File: config.mk
export PLATFORM = sky130hd
export DESIGN_NAME = egtrc_top
export DESIGN_NICKNAME = d
export VERILOG_FILES = /design/src/rtl/egtrc_pkg.sv /design/src/rtl/egtrc_top.sv
export SDC_FILE = /design/constraint.sdc
export NUM_CORES = 1
export LEC_CHECK = 0
export BUFFER_PORTS_ARGS = -buffer_cell sky130_fd_sc_hd__buf_4
export CORE_UTILIZATION = 39
export CTS_BUF_LIST = sky130_fd_sc_hd__clkbuf_4
export DETAILED_ROUTE_END_ITERATION = 10
export GPL_ROUTABILITY_DRIVEN = 0
export PLACE_DENSITY_LB_ADDON = 0.08
export SETUP_SLACK_MARGIN = 0.15
export SLEW_MARGIN = 0
export SYNTH_ARGS = -nofsm -noshare
export SYNTH_HDL_FRONTEND = slang
export SYNTH_SLANG_ARGS = --single-unit
File: constraint.sdc
create_clock -name clk -period 4.9 [get_ports clk]
set_clock_uncertainty 0.15 [all_clocks]
set_input_delay 0.49 -clock clk [delete_from_list [all_inputs] [get_ports clk]]
set_output_delay 0.49 -clock clk [all_outputs]
set_load 0.02 [all_outputs]
File: src/rtl/egtrc_pkg.sv
`default_nettype none

package egtrc_pkg;

    // ****************************************************************
    // register indices (word index on the register port)
    // ****************************************************************
    localparam logic [15:0] TAG_CTRL_INDEX = 16'h1c0c;
    localparam logic [15:0] RATE_P0Q01_INDEX = 16'h1c0d;
    localparam logic [15:0] RATE_P0Q23_INDEX = 16'h1c0e;
    localparam logic [15:0] RATE_P1Q01_INDEX = 16'h1c0f;

    // ****************************************************************
    // field layout
    // ****************************************************************
    localparam int PORT_FIELD_STRIDE = 8;
    localparam int PTYPE_LSB = 0;
    localparam int CHG_TAG_BIT = 2;
    localparam int CHG_PRI_BIT = 3;
    localparam int CHG_VID_BIT = 4;
    localparam int INS_BIT = 5;
    localparam int SEL_BIT = 6;
    localparam logic [31:0] TAG_CTRL_MASK = 32'h007f7f7f;
    localparam logic [31:0] TAG_CTRL_RESET = 32'h00000000;
    localparam int RATE_W = 13;
    localparam int RATE_LO_LSB = 0;
    localparam int RATE_HI_LSB = 13;
    localparam logic [RATE_W-1:0] RATE_RESET = 13'h0000;
    localparam int NUM_QUEUES = 6;
    localparam int NUM_PORTS = 3;

    // ****************************************************************
    // timing
    // ****************************************************************
    localparam int CLK_PERIOD_NS = 10;
    localparam int RATE_STEP_NS = 20;
    localparam int RATE_STEP_CYCLES = (RATE_STEP_NS + CLK_PERIOD_NS - 1) / CLK_PERIOD_NS;
    localparam int PACE_W = 15;

    // ****************************************************************
    // types
    // ****************************************************************
    typedef enum logic [1:0] {
        PTYPE_DUMB,
        PTYPE_ACCESS,
        PTYPE_HYBRID,
        PTYPE_CPU
    } egtrc_ptype_t;

    typedef enum logic [1:0] {
        KIND_UNTAGGED,
        KIND_PRIORITY,
        KIND_REGULAR,
        KIND_SPECIAL
    } egtrc_kind_t;

    typedef enum logic [2:0] {
        ACT_PASS,
        ACT_STRIP,
        ACT_INSERT,
        ACT_CHANGE,
        ACT_ADD_SPECIAL
    } egtrc_action_t;

    typedef struct packed {
        logic sel;
        logic ins;
        logic chg_vid;
        logic chg_pri;
        logic chg_tag;
        logic [1:0] ptype;
    } egtrc_port_cfg_t;

    typedef struct packed {
        logic [1:0] egress_port;
        logic [1:0] ingress_port;
        egtrc_kind_t kind;
        logic untag_bit;
        logic [11:0] frame_vlan_identifier;
        logic [2:0] frame_pri;
        logic [11:0] ingress_vlan_identifier;
        logic [2:0] ingress_pri;
        logic [11:0] egress_vlan_identifier;
        logic [2:0] egress_pri;
    } egtrc_frame_t;

    typedef struct packed {
        egtrc_action_t action;
        logic [11:0] vlan_identifier;
        logic [2:0] pri;
        logic [1:0] src_port;
    } egtrc_decision_t;

endpackage

`default_nettype wire

File: src/rtl/egtrc_top.sv
// Function
// RULE_01: port 2 two-bit egress type at bits 17:16, read/write, resets to zero.
// RULE_02: type 00 passes regular frames, strips special tags from external port.
// RULE_03: type 01 strips every tag, special tags included.
// RULE_04: type 10 mixes insert, strip and change per port controls.
// RULE_05: type 11 adds a special tag naming the ingress port.
// RULE_06: bits 14..8 hold port 1 controls, same meaning as port 2.
// RULE_07: bits 6..0 hold port 0 controls, same meaning, reset zero.
// RULE_08: time per byte is (rate field plus one) times 20 ns.
// RULE_09: each queue of each port is paced independently by its own rate; code paces port 0 queues 0-3 and port 1 queues 0-1 only.
// RULE_10: index 1c0d holds port 0 queue 1 and queue 0 rates.
// RULE_11: index 1c0e holds port 0 queue 3 and queue 2 rates.
// RULE_12: index 1c0f holds port 1 queue 1 and queue 0 rates.
// RULE_13: select flag picks ingress or egress defaults for inserted tags.
// RULE_14: insert flag tags untagged frames only when untag bit clear.
// RULE_15: regular VLAN_IDENTIFIER changed only with change-vid, change-tag, untag clear.
// RULE_16: change-priority rewrites priority; regular frames also need change-tag.
// RULE_17: reserved bits read zero; new settings apply from the next cycle. A rate rewrite during a gap only applies from the next byte.
`timescale 1ns/1ps
`default_nettype none

module egtrc_top (
    input wire logic clk,
    input wire logic reset,
    input wire logic reg_wr,
    input wire logic reg_rd,
    input wire logic [15:0] reg_index,
    input wire logic [31:0] reg_wdata,
    output logic [31:0] reg_rdata,
    output logic reg_ack,
    input wire logic req_valid,
    input wire egtrc_pkg::egtrc_frame_t req,
    output logic dec_valid,
    output egtrc_pkg::egtrc_decision_t dec,
    input wire logic [egtrc_pkg::NUM_QUEUES-1:0] byte_sent,
    output logic [egtrc_pkg::NUM_QUEUES-1:0] queue_ready
);

    // ****************************************************************
    // register file
    // ****************************************************************
    logic [31:0] tag_ctrl;
    logic [egtrc_pkg::RATE_W-1:0] rate [egtrc_pkg::NUM_QUEUES];

    wire hit_tag = reg_index == egtrc_pkg::TAG_CTRL_INDEX;
    wire hit_r0 = reg_index == egtrc_pkg::RATE_P0Q01_INDEX;
    wire hit_r1 = reg_index == egtrc_pkg::RATE_P0Q23_INDEX;
    wire hit_r2 = reg_index == egtrc_pkg::RATE_P1Q01_INDEX;
    wire hit_rate = hit_r0 | hit_r1 | hit_r2;
    // rate word w holds queue 2w in the low field and queue 2w+1 in the high field
    wire [1:0] rate_word = hit_r0 ? 2'h0 : (hit_r1 ? 2'h1 : 2'h2);
    wire [2:0] rate_lo_q = {rate_word, 1'b0};
    wire [2:0] rate_hi_q = {rate_word, 1'b1};
    wire [egtrc_pkg::RATE_W-1:0] wr_lo = reg_wdata[egtrc_pkg::RATE_LO_LSB +: egtrc_pkg::RATE_W];
    wire [egtrc_pkg::RATE_W-1:0] wr_hi = reg_wdata[egtrc_pkg::RATE_HI_LSB +: egtrc_pkg::RATE_W];
    wire [31:0] rate_rd_word = {6'h00, rate[rate_hi_q], rate[rate_lo_q]}; // RULE_17
    wire [31:0] rd_mux = hit_tag ? (tag_ctrl & egtrc_pkg::TAG_CTRL_MASK) :
                         (hit_rate ? rate_rd_word : 32'h00000000);

    // reserved bits are masked on write so they never store
    always_ff @(posedge clk) begin
        if (reset) begin
            tag_ctrl <= egtrc_pkg::TAG_CTRL_RESET; // RULE_01 RULE_06 RULE_07
        end else if (reg_wr && hit_tag) begin
            tag_ctrl <= reg_wdata & egtrc_pkg::TAG_CTRL_MASK; // RULE_17
        end
    end

    always_ff @(posedge clk) begin
        if (reset) begin
            reg_ack <= 1'b0;
            reg_rdata <= 32'h00000000;
        end else begin
            reg_ack <= reg_wr | reg_rd;
            reg_rdata <= reg_rd ? rd_mux : 32'h00000000;
        end
    end

    // ****************************************************************
    // per-queue rate registers and pacers
    // ****************************************************************
    genvar q;
    generate
        for (q = 0; q < egtrc_pkg::NUM_QUEUES; q++) begin : g_queue
            logic [egtrc_pkg::PACE_W-1:0] pace;
            wire wr_this = reg_wr && hit_rate && (rate_word == 2'(q / 2));
            wire [egtrc_pkg::RATE_W-1:0] wr_val = (q % 2 == 1) ? wr_hi : wr_lo;
            // period in cycles = (rate + 1) * cycles per 20 ns step
            wire [egtrc_pkg::PACE_W-1:0] period =
                egtrc_pkg::PACE_W'((32'(rate[q]) + 32'd1) * egtrc_pkg::RATE_STEP_CYCLES); // RULE_08

            always_ff @(posedge clk) begin
                if (reset) begin
                    rate[q] <= egtrc_pkg::RATE_RESET;
                end else if (wr_this) begin
                    rate[q] <= wr_val; // RULE_10 RULE_11 RULE_12
                end
            end

            // a sent byte holds queue_ready low for period - 1 cycles; the rate in force
            // at send time sets the gap, so a rewrite applies from the next byte
            always_ff @(posedge clk) begin
                if (reset) begin
                    pace <= '0;
                end else if (byte_sent[q] && queue_ready[q]) begin
                    pace <= period - egtrc_pkg::PACE_W'(1); // RULE_09
                end else if (pace != '0) begin
                    pace <= pace - egtrc_pkg::PACE_W'(1);
                end
            end

            assign queue_ready[q] = pace == '0; // RULE_09
        end
    endgenerate

    // ****************************************************************
    // egress tag decision
    // ****************************************************************
    function automatic egtrc_pkg::egtrc_decision_t decide(
        input egtrc_pkg::egtrc_frame_t f,
        input egtrc_pkg::egtrc_port_cfg_t c
    );
        egtrc_pkg::egtrc_decision_t d;
        logic [11:0] sel_vid;
        logic [2:0] sel_pri;
        d.action = egtrc_pkg::ACT_PASS;
        d.vlan_identifier = f.frame_vlan_identifier;
        d.pri = f.frame_pri;
        d.src_port = f.ingress_port;
        sel_vid = c.sel ? f.egress_vlan_identifier : f.ingress_vlan_identifier; // RULE_13
        sel_pri = c.sel ? f.egress_pri : f.ingress_pri; // RULE_13
        case (egtrc_pkg::egtrc_ptype_t'(c.ptype))
            egtrc_pkg::PTYPE_DUMB: begin
                if (f.kind == egtrc_pkg::KIND_SPECIAL) begin
                    d.action = egtrc_pkg::ACT_STRIP; // RULE_02
                end
            end
            egtrc_pkg::PTYPE_ACCESS: begin
                if (f.kind != egtrc_pkg::KIND_UNTAGGED) begin
                    d.action = egtrc_pkg::ACT_STRIP; // RULE_03
                end
            end
            egtrc_pkg::PTYPE_HYBRID: begin
                case (f.kind) // RULE_04
                    egtrc_pkg::KIND_UNTAGGED: begin
                        if (c.ins && !f.untag_bit) begin
                            d.action = egtrc_pkg::ACT_INSERT; // RULE_14
                            d.vlan_identifier = sel_vid;
                            d.pri = sel_pri;
                        end
                    end
                    egtrc_pkg::KIND_PRIORITY: begin
                        // change-tag does not gate priority-tagged frames
                        d.action = egtrc_pkg::ACT_CHANGE; // RULE_15
                        d.vlan_identifier = sel_vid;
                        d.pri = c.chg_pri ? sel_pri : f.frame_pri; // RULE_16
                    end
                    egtrc_pkg::KIND_REGULAR: begin
                        if (f.untag_bit) begin
                            d.action = egtrc_pkg::ACT_STRIP; // RULE_15
                        end else if (c.chg_tag && (c.chg_vid || c.chg_pri)) begin
                            d.action = egtrc_pkg::ACT_CHANGE;
                            d.vlan_identifier = c.chg_vid ? sel_vid : f.frame_vlan_identifier; // RULE_15
                            d.pri = c.chg_pri ? sel_pri : f.frame_pri; // RULE_16
                        end
                    end
                    default: begin
                        d.action = egtrc_pkg::ACT_STRIP;
                    end
                endcase
            end
            egtrc_pkg::PTYPE_CPU: begin
                d.action = egtrc_pkg::ACT_ADD_SPECIAL; // RULE_05
            end
            default: begin
                d.action = egtrc_pkg::ACT_PASS;
            end
        endcase
        return d;
    endfunction

    wire [4:0] cfg_lsb = 5'(req.egress_port) * 5'(egtrc_pkg::PORT_FIELD_STRIDE);
    wire [6:0] cfg_bits = tag_ctrl[cfg_lsb +: 7];
    wire port_ok = req.egress_port < 2'(egtrc_pkg::NUM_PORTS);
    wire egtrc_pkg::egtrc_port_cfg_t port_cfg = '{
        sel: cfg_bits[egtrc_pkg::SEL_BIT],
        ins: cfg_bits[egtrc_pkg::INS_BIT],
        chg_vid: cfg_bits[egtrc_pkg::CHG_VID_BIT],
        chg_pri: cfg_bits[egtrc_pkg::CHG_PRI_BIT],
        chg_tag: cfg_bits[egtrc_pkg::CHG_TAG_BIT],
        ptype: cfg_bits[egtrc_pkg::PTYPE_LSB +: 2]
    }; // RULE_06 RULE_07
    wire egtrc_pkg::egtrc_decision_t next_dec = decide(req, port_cfg);
    wire egtrc_pkg::egtrc_decision_t pass_dec = '{
        action: egtrc_pkg::ACT_PASS,
        vlan_identifier: req.frame_vlan_identifier,
        pri: req.frame_pri,
        src_port: req.ingress_port
    };

    always_ff @(posedge clk) begin
        if (reset) begin
            dec_valid <= 1'b0;
            dec <= '0;
        end else begin
            dec_valid <= req_valid;
            if (req_valid) begin
                dec <= port_ok ? next_dec : pass_dec;
            end
        end
    end

endmodule

`default_nettype wire

# Word level (Yosys, flattened, before mapping)
# Memory sizes are Yosys's and may differ from the RTL's.
# Index checks and enable logic that the tools add are counted.
[totals]
mem_bits_rw = 78
reg_bits = 165
latchBits = 0
word_cells = 148
out_inout_bits = 60
rom_bits = 0
n_memories = 1
input_bits = 111
[op_classes]
bitwise = 11
n_lt_le_gt_ge = 1
muxes = 48
multipliers = 0
n_shift = 1
n_eq_ne = 12
n_reduce_logical = 40
div = 0
addsub = 18
[memory_table]
columns = ["memory", "depth", "width", "read_ports", "rd_clocked_by_memory_dff", "wr", "line", "text"]
rows = [
  ["rate", 6, 13, 8, 0, 6, "egtrc_top.sv:43", "logic [egtrc_pkg::RATE_W-1:0] rate [egtrc_pkg::NUM_QUEUES];"],
]
[op_table]
columns = ["op", "count"]
rows = [
  ["$mux 15", 14],
  ["$sub 15x1->15 const B", 12],
  ["$logic_not 15->1", 6],
  ["$reduce_bool 15->1", 6],
  ["$add 13x1->14 const B", 6],
  ["$mux 13", 6],
  ["$eq 16x13->1 const B", 4],
  ["$mux 23", 2],
  ["$pmux 15 s3", 1],
  ["$mux 17", 2],
  ["$shiftx 32x6->7", 1],
  ["$mux 12", 2],
  ["$mux 20", 1],
  ["$reduce_bool 2->1", 7],
  ["$logic_and 1x1->1", 13],
  ["$mux 1", 13],
  ["$pmux 3 s4", 1],
  ["$eq 2x2->1 const B", 5],
  ["$or 1x1->1", 9],
  ["$eq 2x1->1 const B", 3],
  ["$logic_not 2->1", 3],
  ["$mux 2", 3],
  ["$mux 3", 2],
  ["$pmux 2 s3", 1],
  ["7 further kinds", 8],
]

# Logic depth before layout (Yosys ltp)
[depth]
word_depth = 9
ltp_mapped = 11
depth_no_buf = 9

# Least setup slack after synthesis
# Ideal clock, no wire load.
[synth_path]
path_kind = "in2reg"
startpoint = "in reg_index[4]"
endpoint = "mem rate[2][0] (netlist name) (enable)"
t_arrival_ns = 2.526
stages = 7
required_ns = 4.368
slack_ns = 1.842
setup_ns = 0.382
n_path_buf = 3
cell_sequence = "nor4b_1 -> and4_1 -> clkbuf_1 -> and3_1 -> clkbuf_1 -> clkbuf_1 -> a21o_1"
[synth_rtl]
columns = ["element", "line", "text"]
rows = [
  ["from (decl)", "egtrc_top.sv:27", "input wire logic [15:0] reg_index,"],
  ["to (decl)", "egtrc_top.sv:43", ""],
]

# Worst setup path in the final report
[layout_path]
startpoint = "reg g_queue[4].pace[0] (netlist name)"
endpoint = "out queue_ready[4] (netlist name)"
[layout_between]
elab_chain_cells = 1
[layout_lines]
columns = ["element", "line", "text"]
rows = [
  ["from (decl)", "egtrc_top.sv:85", "logic [egtrc_pkg::PACE_W-1:0] pace;"],
  ["from (signal assigned)", "egtrc_top.sv:106", "pace <= period - egtrc_pkg::PACE_W'(1);"],
  ["from (signal assigned)", "egtrc_top.sv:108", "pace <= pace - egtrc_pkg::PACE_W'(1);"],
  ["$logic_not 15->1", "egtrc_top.sv:112", "assign queue_ready[q] = pace == '0;"],
  ["to (decl)", "egtrc_top.sv:36", "output logic [egtrc_pkg::NUM_QUEUES-1:0] queue_ready"],
]
# No other way between the ends.

==> flow_summary.toml <==
[critical_path]
critPathBufInv = 3
cp-start-kind = "register"
max_stage_delay_ns = 0.66
crit_chain = "inv_1, ha_1, nor3b_1, nand4b_1, or3_1, inv_1, buf_4"
critPathKind = "register to output pin"
crit_top_cell = "inv_1"
critPathMaxFanout = 16
end_kind = "output pin"
cp_slowest_cell = "or3_1"
cpLargestDelayFamily = "simple AND/OR/NAND/NOR gates"
crit_arrival_ns = 3.34
cp_data_required_time_ns = 4.26

[die]
core-area_um2 = 35700
num_rows = 69
io_pins = 171
die_x_um = 192
initial_utilization_pct = 39.7
die_y_um = 192
dieArea_um2 = 37000

[clocking]
cts-buffers-inserted = 68
clk_path_buf_depth = 3
cts_tree = "done"
cts-resized-gates = 0
clk_latency_ns = 0.74
htree_levels = 3
clkSinkCount = 237
post_cts_buffers = 0
clk_pin_slew_ns = 0.06
cts_root_buf = "clkbuf_4"

[yosys]
syn_inst = 1669
synth_top_area_share_pct = 22.5
synth.cell_area_um2 = 14100
netlist-cell-type-count = 77
async_flop_share_pct = 0
ys_seq_area_share_pct = 39.1
synthFlopType = "dfxtp_1"
yosysTopAreaCell = "dfxtp_1"
avgSynthCellArea_um2 = 8.48
ys_ff_latch = 237
synth.top_cells.by_area = "dfxtp_1 22%, edfxtp_1 17%, xnor2_1 5.9%"
ys_warn_count = 0
synth_edf_count = 78

[sta]
fmax_mhz = 251
min_period_ns = 3.98
whs_ns = 0.0762
rsz0062_at_grt = "false"
fin_crit_sh_pct = 81.3
worstMarginPinSlew_ns = 1.09
slew_violations = 0
setup_slack_ns = 0.918
hold_viol_final = 0
finalSetupTns_ns = 0
relSlewSlack_pct = 27.1
setup_viol = 0

[placed_design]
post-dp-hpwl_mm = 29.9
dp_cells = 2189
port_buffers = 158
placed_cell_area_um2 = 15600
pre_cts_ws_ns = 1.45

[min_path]
hold_path.class = "input port to register"

[grt]
grt_max_degree = 69
overflow = 0
grt_pass1_vias = 12373
grt_antenna_before_repair = 2
grt_pass1_wl_mm = 65.4
grt_usage_pct = 22.6

[drt]
postRouteAntennaNets = 0
first_pass_iters = 8
drt_iter0_markers = 691
vias = 12923
wire_per_inst_um = 17.6
route.detailed.drc = 12
viasPerCell = 5.46
drt_wl_total_mm = 41.7

[job]
drv_cap = 0

[final_layout]
regArea_um2 = 5530
synthToLayoutAreaGrowth_pct = 20.2
n_fill_cell = 3541
drive_above_1_share_pct = 16.0
final_common_cell = "nand2_1"
final-instance-count-excl-fill = 2365
final_cell_mix = "168 x nand2_1, 167 x buf_4, 159 x dfxtp_1, 117 x nor2_1, 107 x a21oi_1"
multi_input_area_um2 = 8070
final_area_um2 = 17000
final_nets = 1976

[outcome]
failed_checks = "design-rule violations"
status = "finished with violations"

[power_and_ir_drop]
vdd_drop_max_mv = 0.234
p_leak_nw = 6.34
power_density_nw_per_um2 = 397
stage by stage:
step | total power [mW] | util (%)
4_1_cts | 6.82 | 47.7
3_3_place_gp | 4.77 | 43.7
2_1_floorplan | 4.29 | -
5_1_grt | 7.24 | 47.7
6_report | 6.75 | 47.7
3_5_place_dp | 4.80 | 43.7
power by group:
group | switching [mW] | internal (mW) | leakage (nW)
Sequential | 0.332 | 2.34 | 2.04
Combinational | 1.16 | 0.971 | 3.77
Clock | 0.886 | 1.06 | 0.534
cells by family (layout without fill, tap and decap cells):
logic type,count (synthesis),after routing,share of synthesized area (%)
AOI/OAI and AO/OA,365,365,16.9
xor gates and xnor gates,153,153,9.47
adders and majority gates,12,12,1.06
buffers and inverters,146,375,4.15
DFF,237,237,39.1
muxes,37,37,2.83
other,1,7,0.0265
and+or+nand+nor,718,718,26.5
what timing repair did:
item | in CTS | in global routing
setup endpoints to repair | 0 | 0
endpoints found under the hold margin | 150 | 0
hold buffers | 55 | 0
Yosys cell counts (28+ instances only):
library cell and number:
a211oi_1 50, a21oi_1 107, and2_1 90, and3_1 28, clkbuf_1 90, dfxtp_1 159
edfxtp_1 78, inv_1 32, mux2i_1 31, nand2_1 168, nand2b_1 28, nand3_1 56
nor2_1 117, nor3_1 80, o21ai_0 61, xnor2_1 96, xor2_1 57
sequential cells by signal (all words and copies together) (netlist names):
signal	count
g_queue.pace	90
reg_ack	1
dec	20
reg_rdata	26
dec_valid	1
tag_ctrl	21
rate	78
tightest hold or removal path: cells and delay by family:
family / cells / cell delay, ns
buf+inv: 1 / 0.21
mux: 1 / 0.11
simple gates: 1 / 0.08
final timing paths:
path,startpoint,depth (start not counted),end,slack (ns)
max,g_queue[4].pace[0],7,queue_ready[4],0.92
min,req_valid,3,dec[0],0.08
max reg2reg,tag_ctrl[9],7,dec[4],1.43
min reg2reg,dec[18],2,dec[18],0.33
cell type report:
type / count / area share [%]
clock buffer: 103 / 4.55
tap: 461 / 3.39
multi-input combinational: 1291 / 47.4
inverter: 32 / 0.706
antenna: 1 / 0.0147
clock inverter: 17 / 0.684
sequential: 237 / 32.5
timing repair buffer: 223 / 10.7
per-layer routing:
layer	global-route usage, %	vias to the layer above	part of all wire [%]
met1	29.4	6087	45
met5	0	-	0
li1	-	6445	-
met4	8.24	0	2.3
met2	37.3	317	48
met3	3.98	74	4.9
No activity file was read; power rests on OpenSTA's default activity.
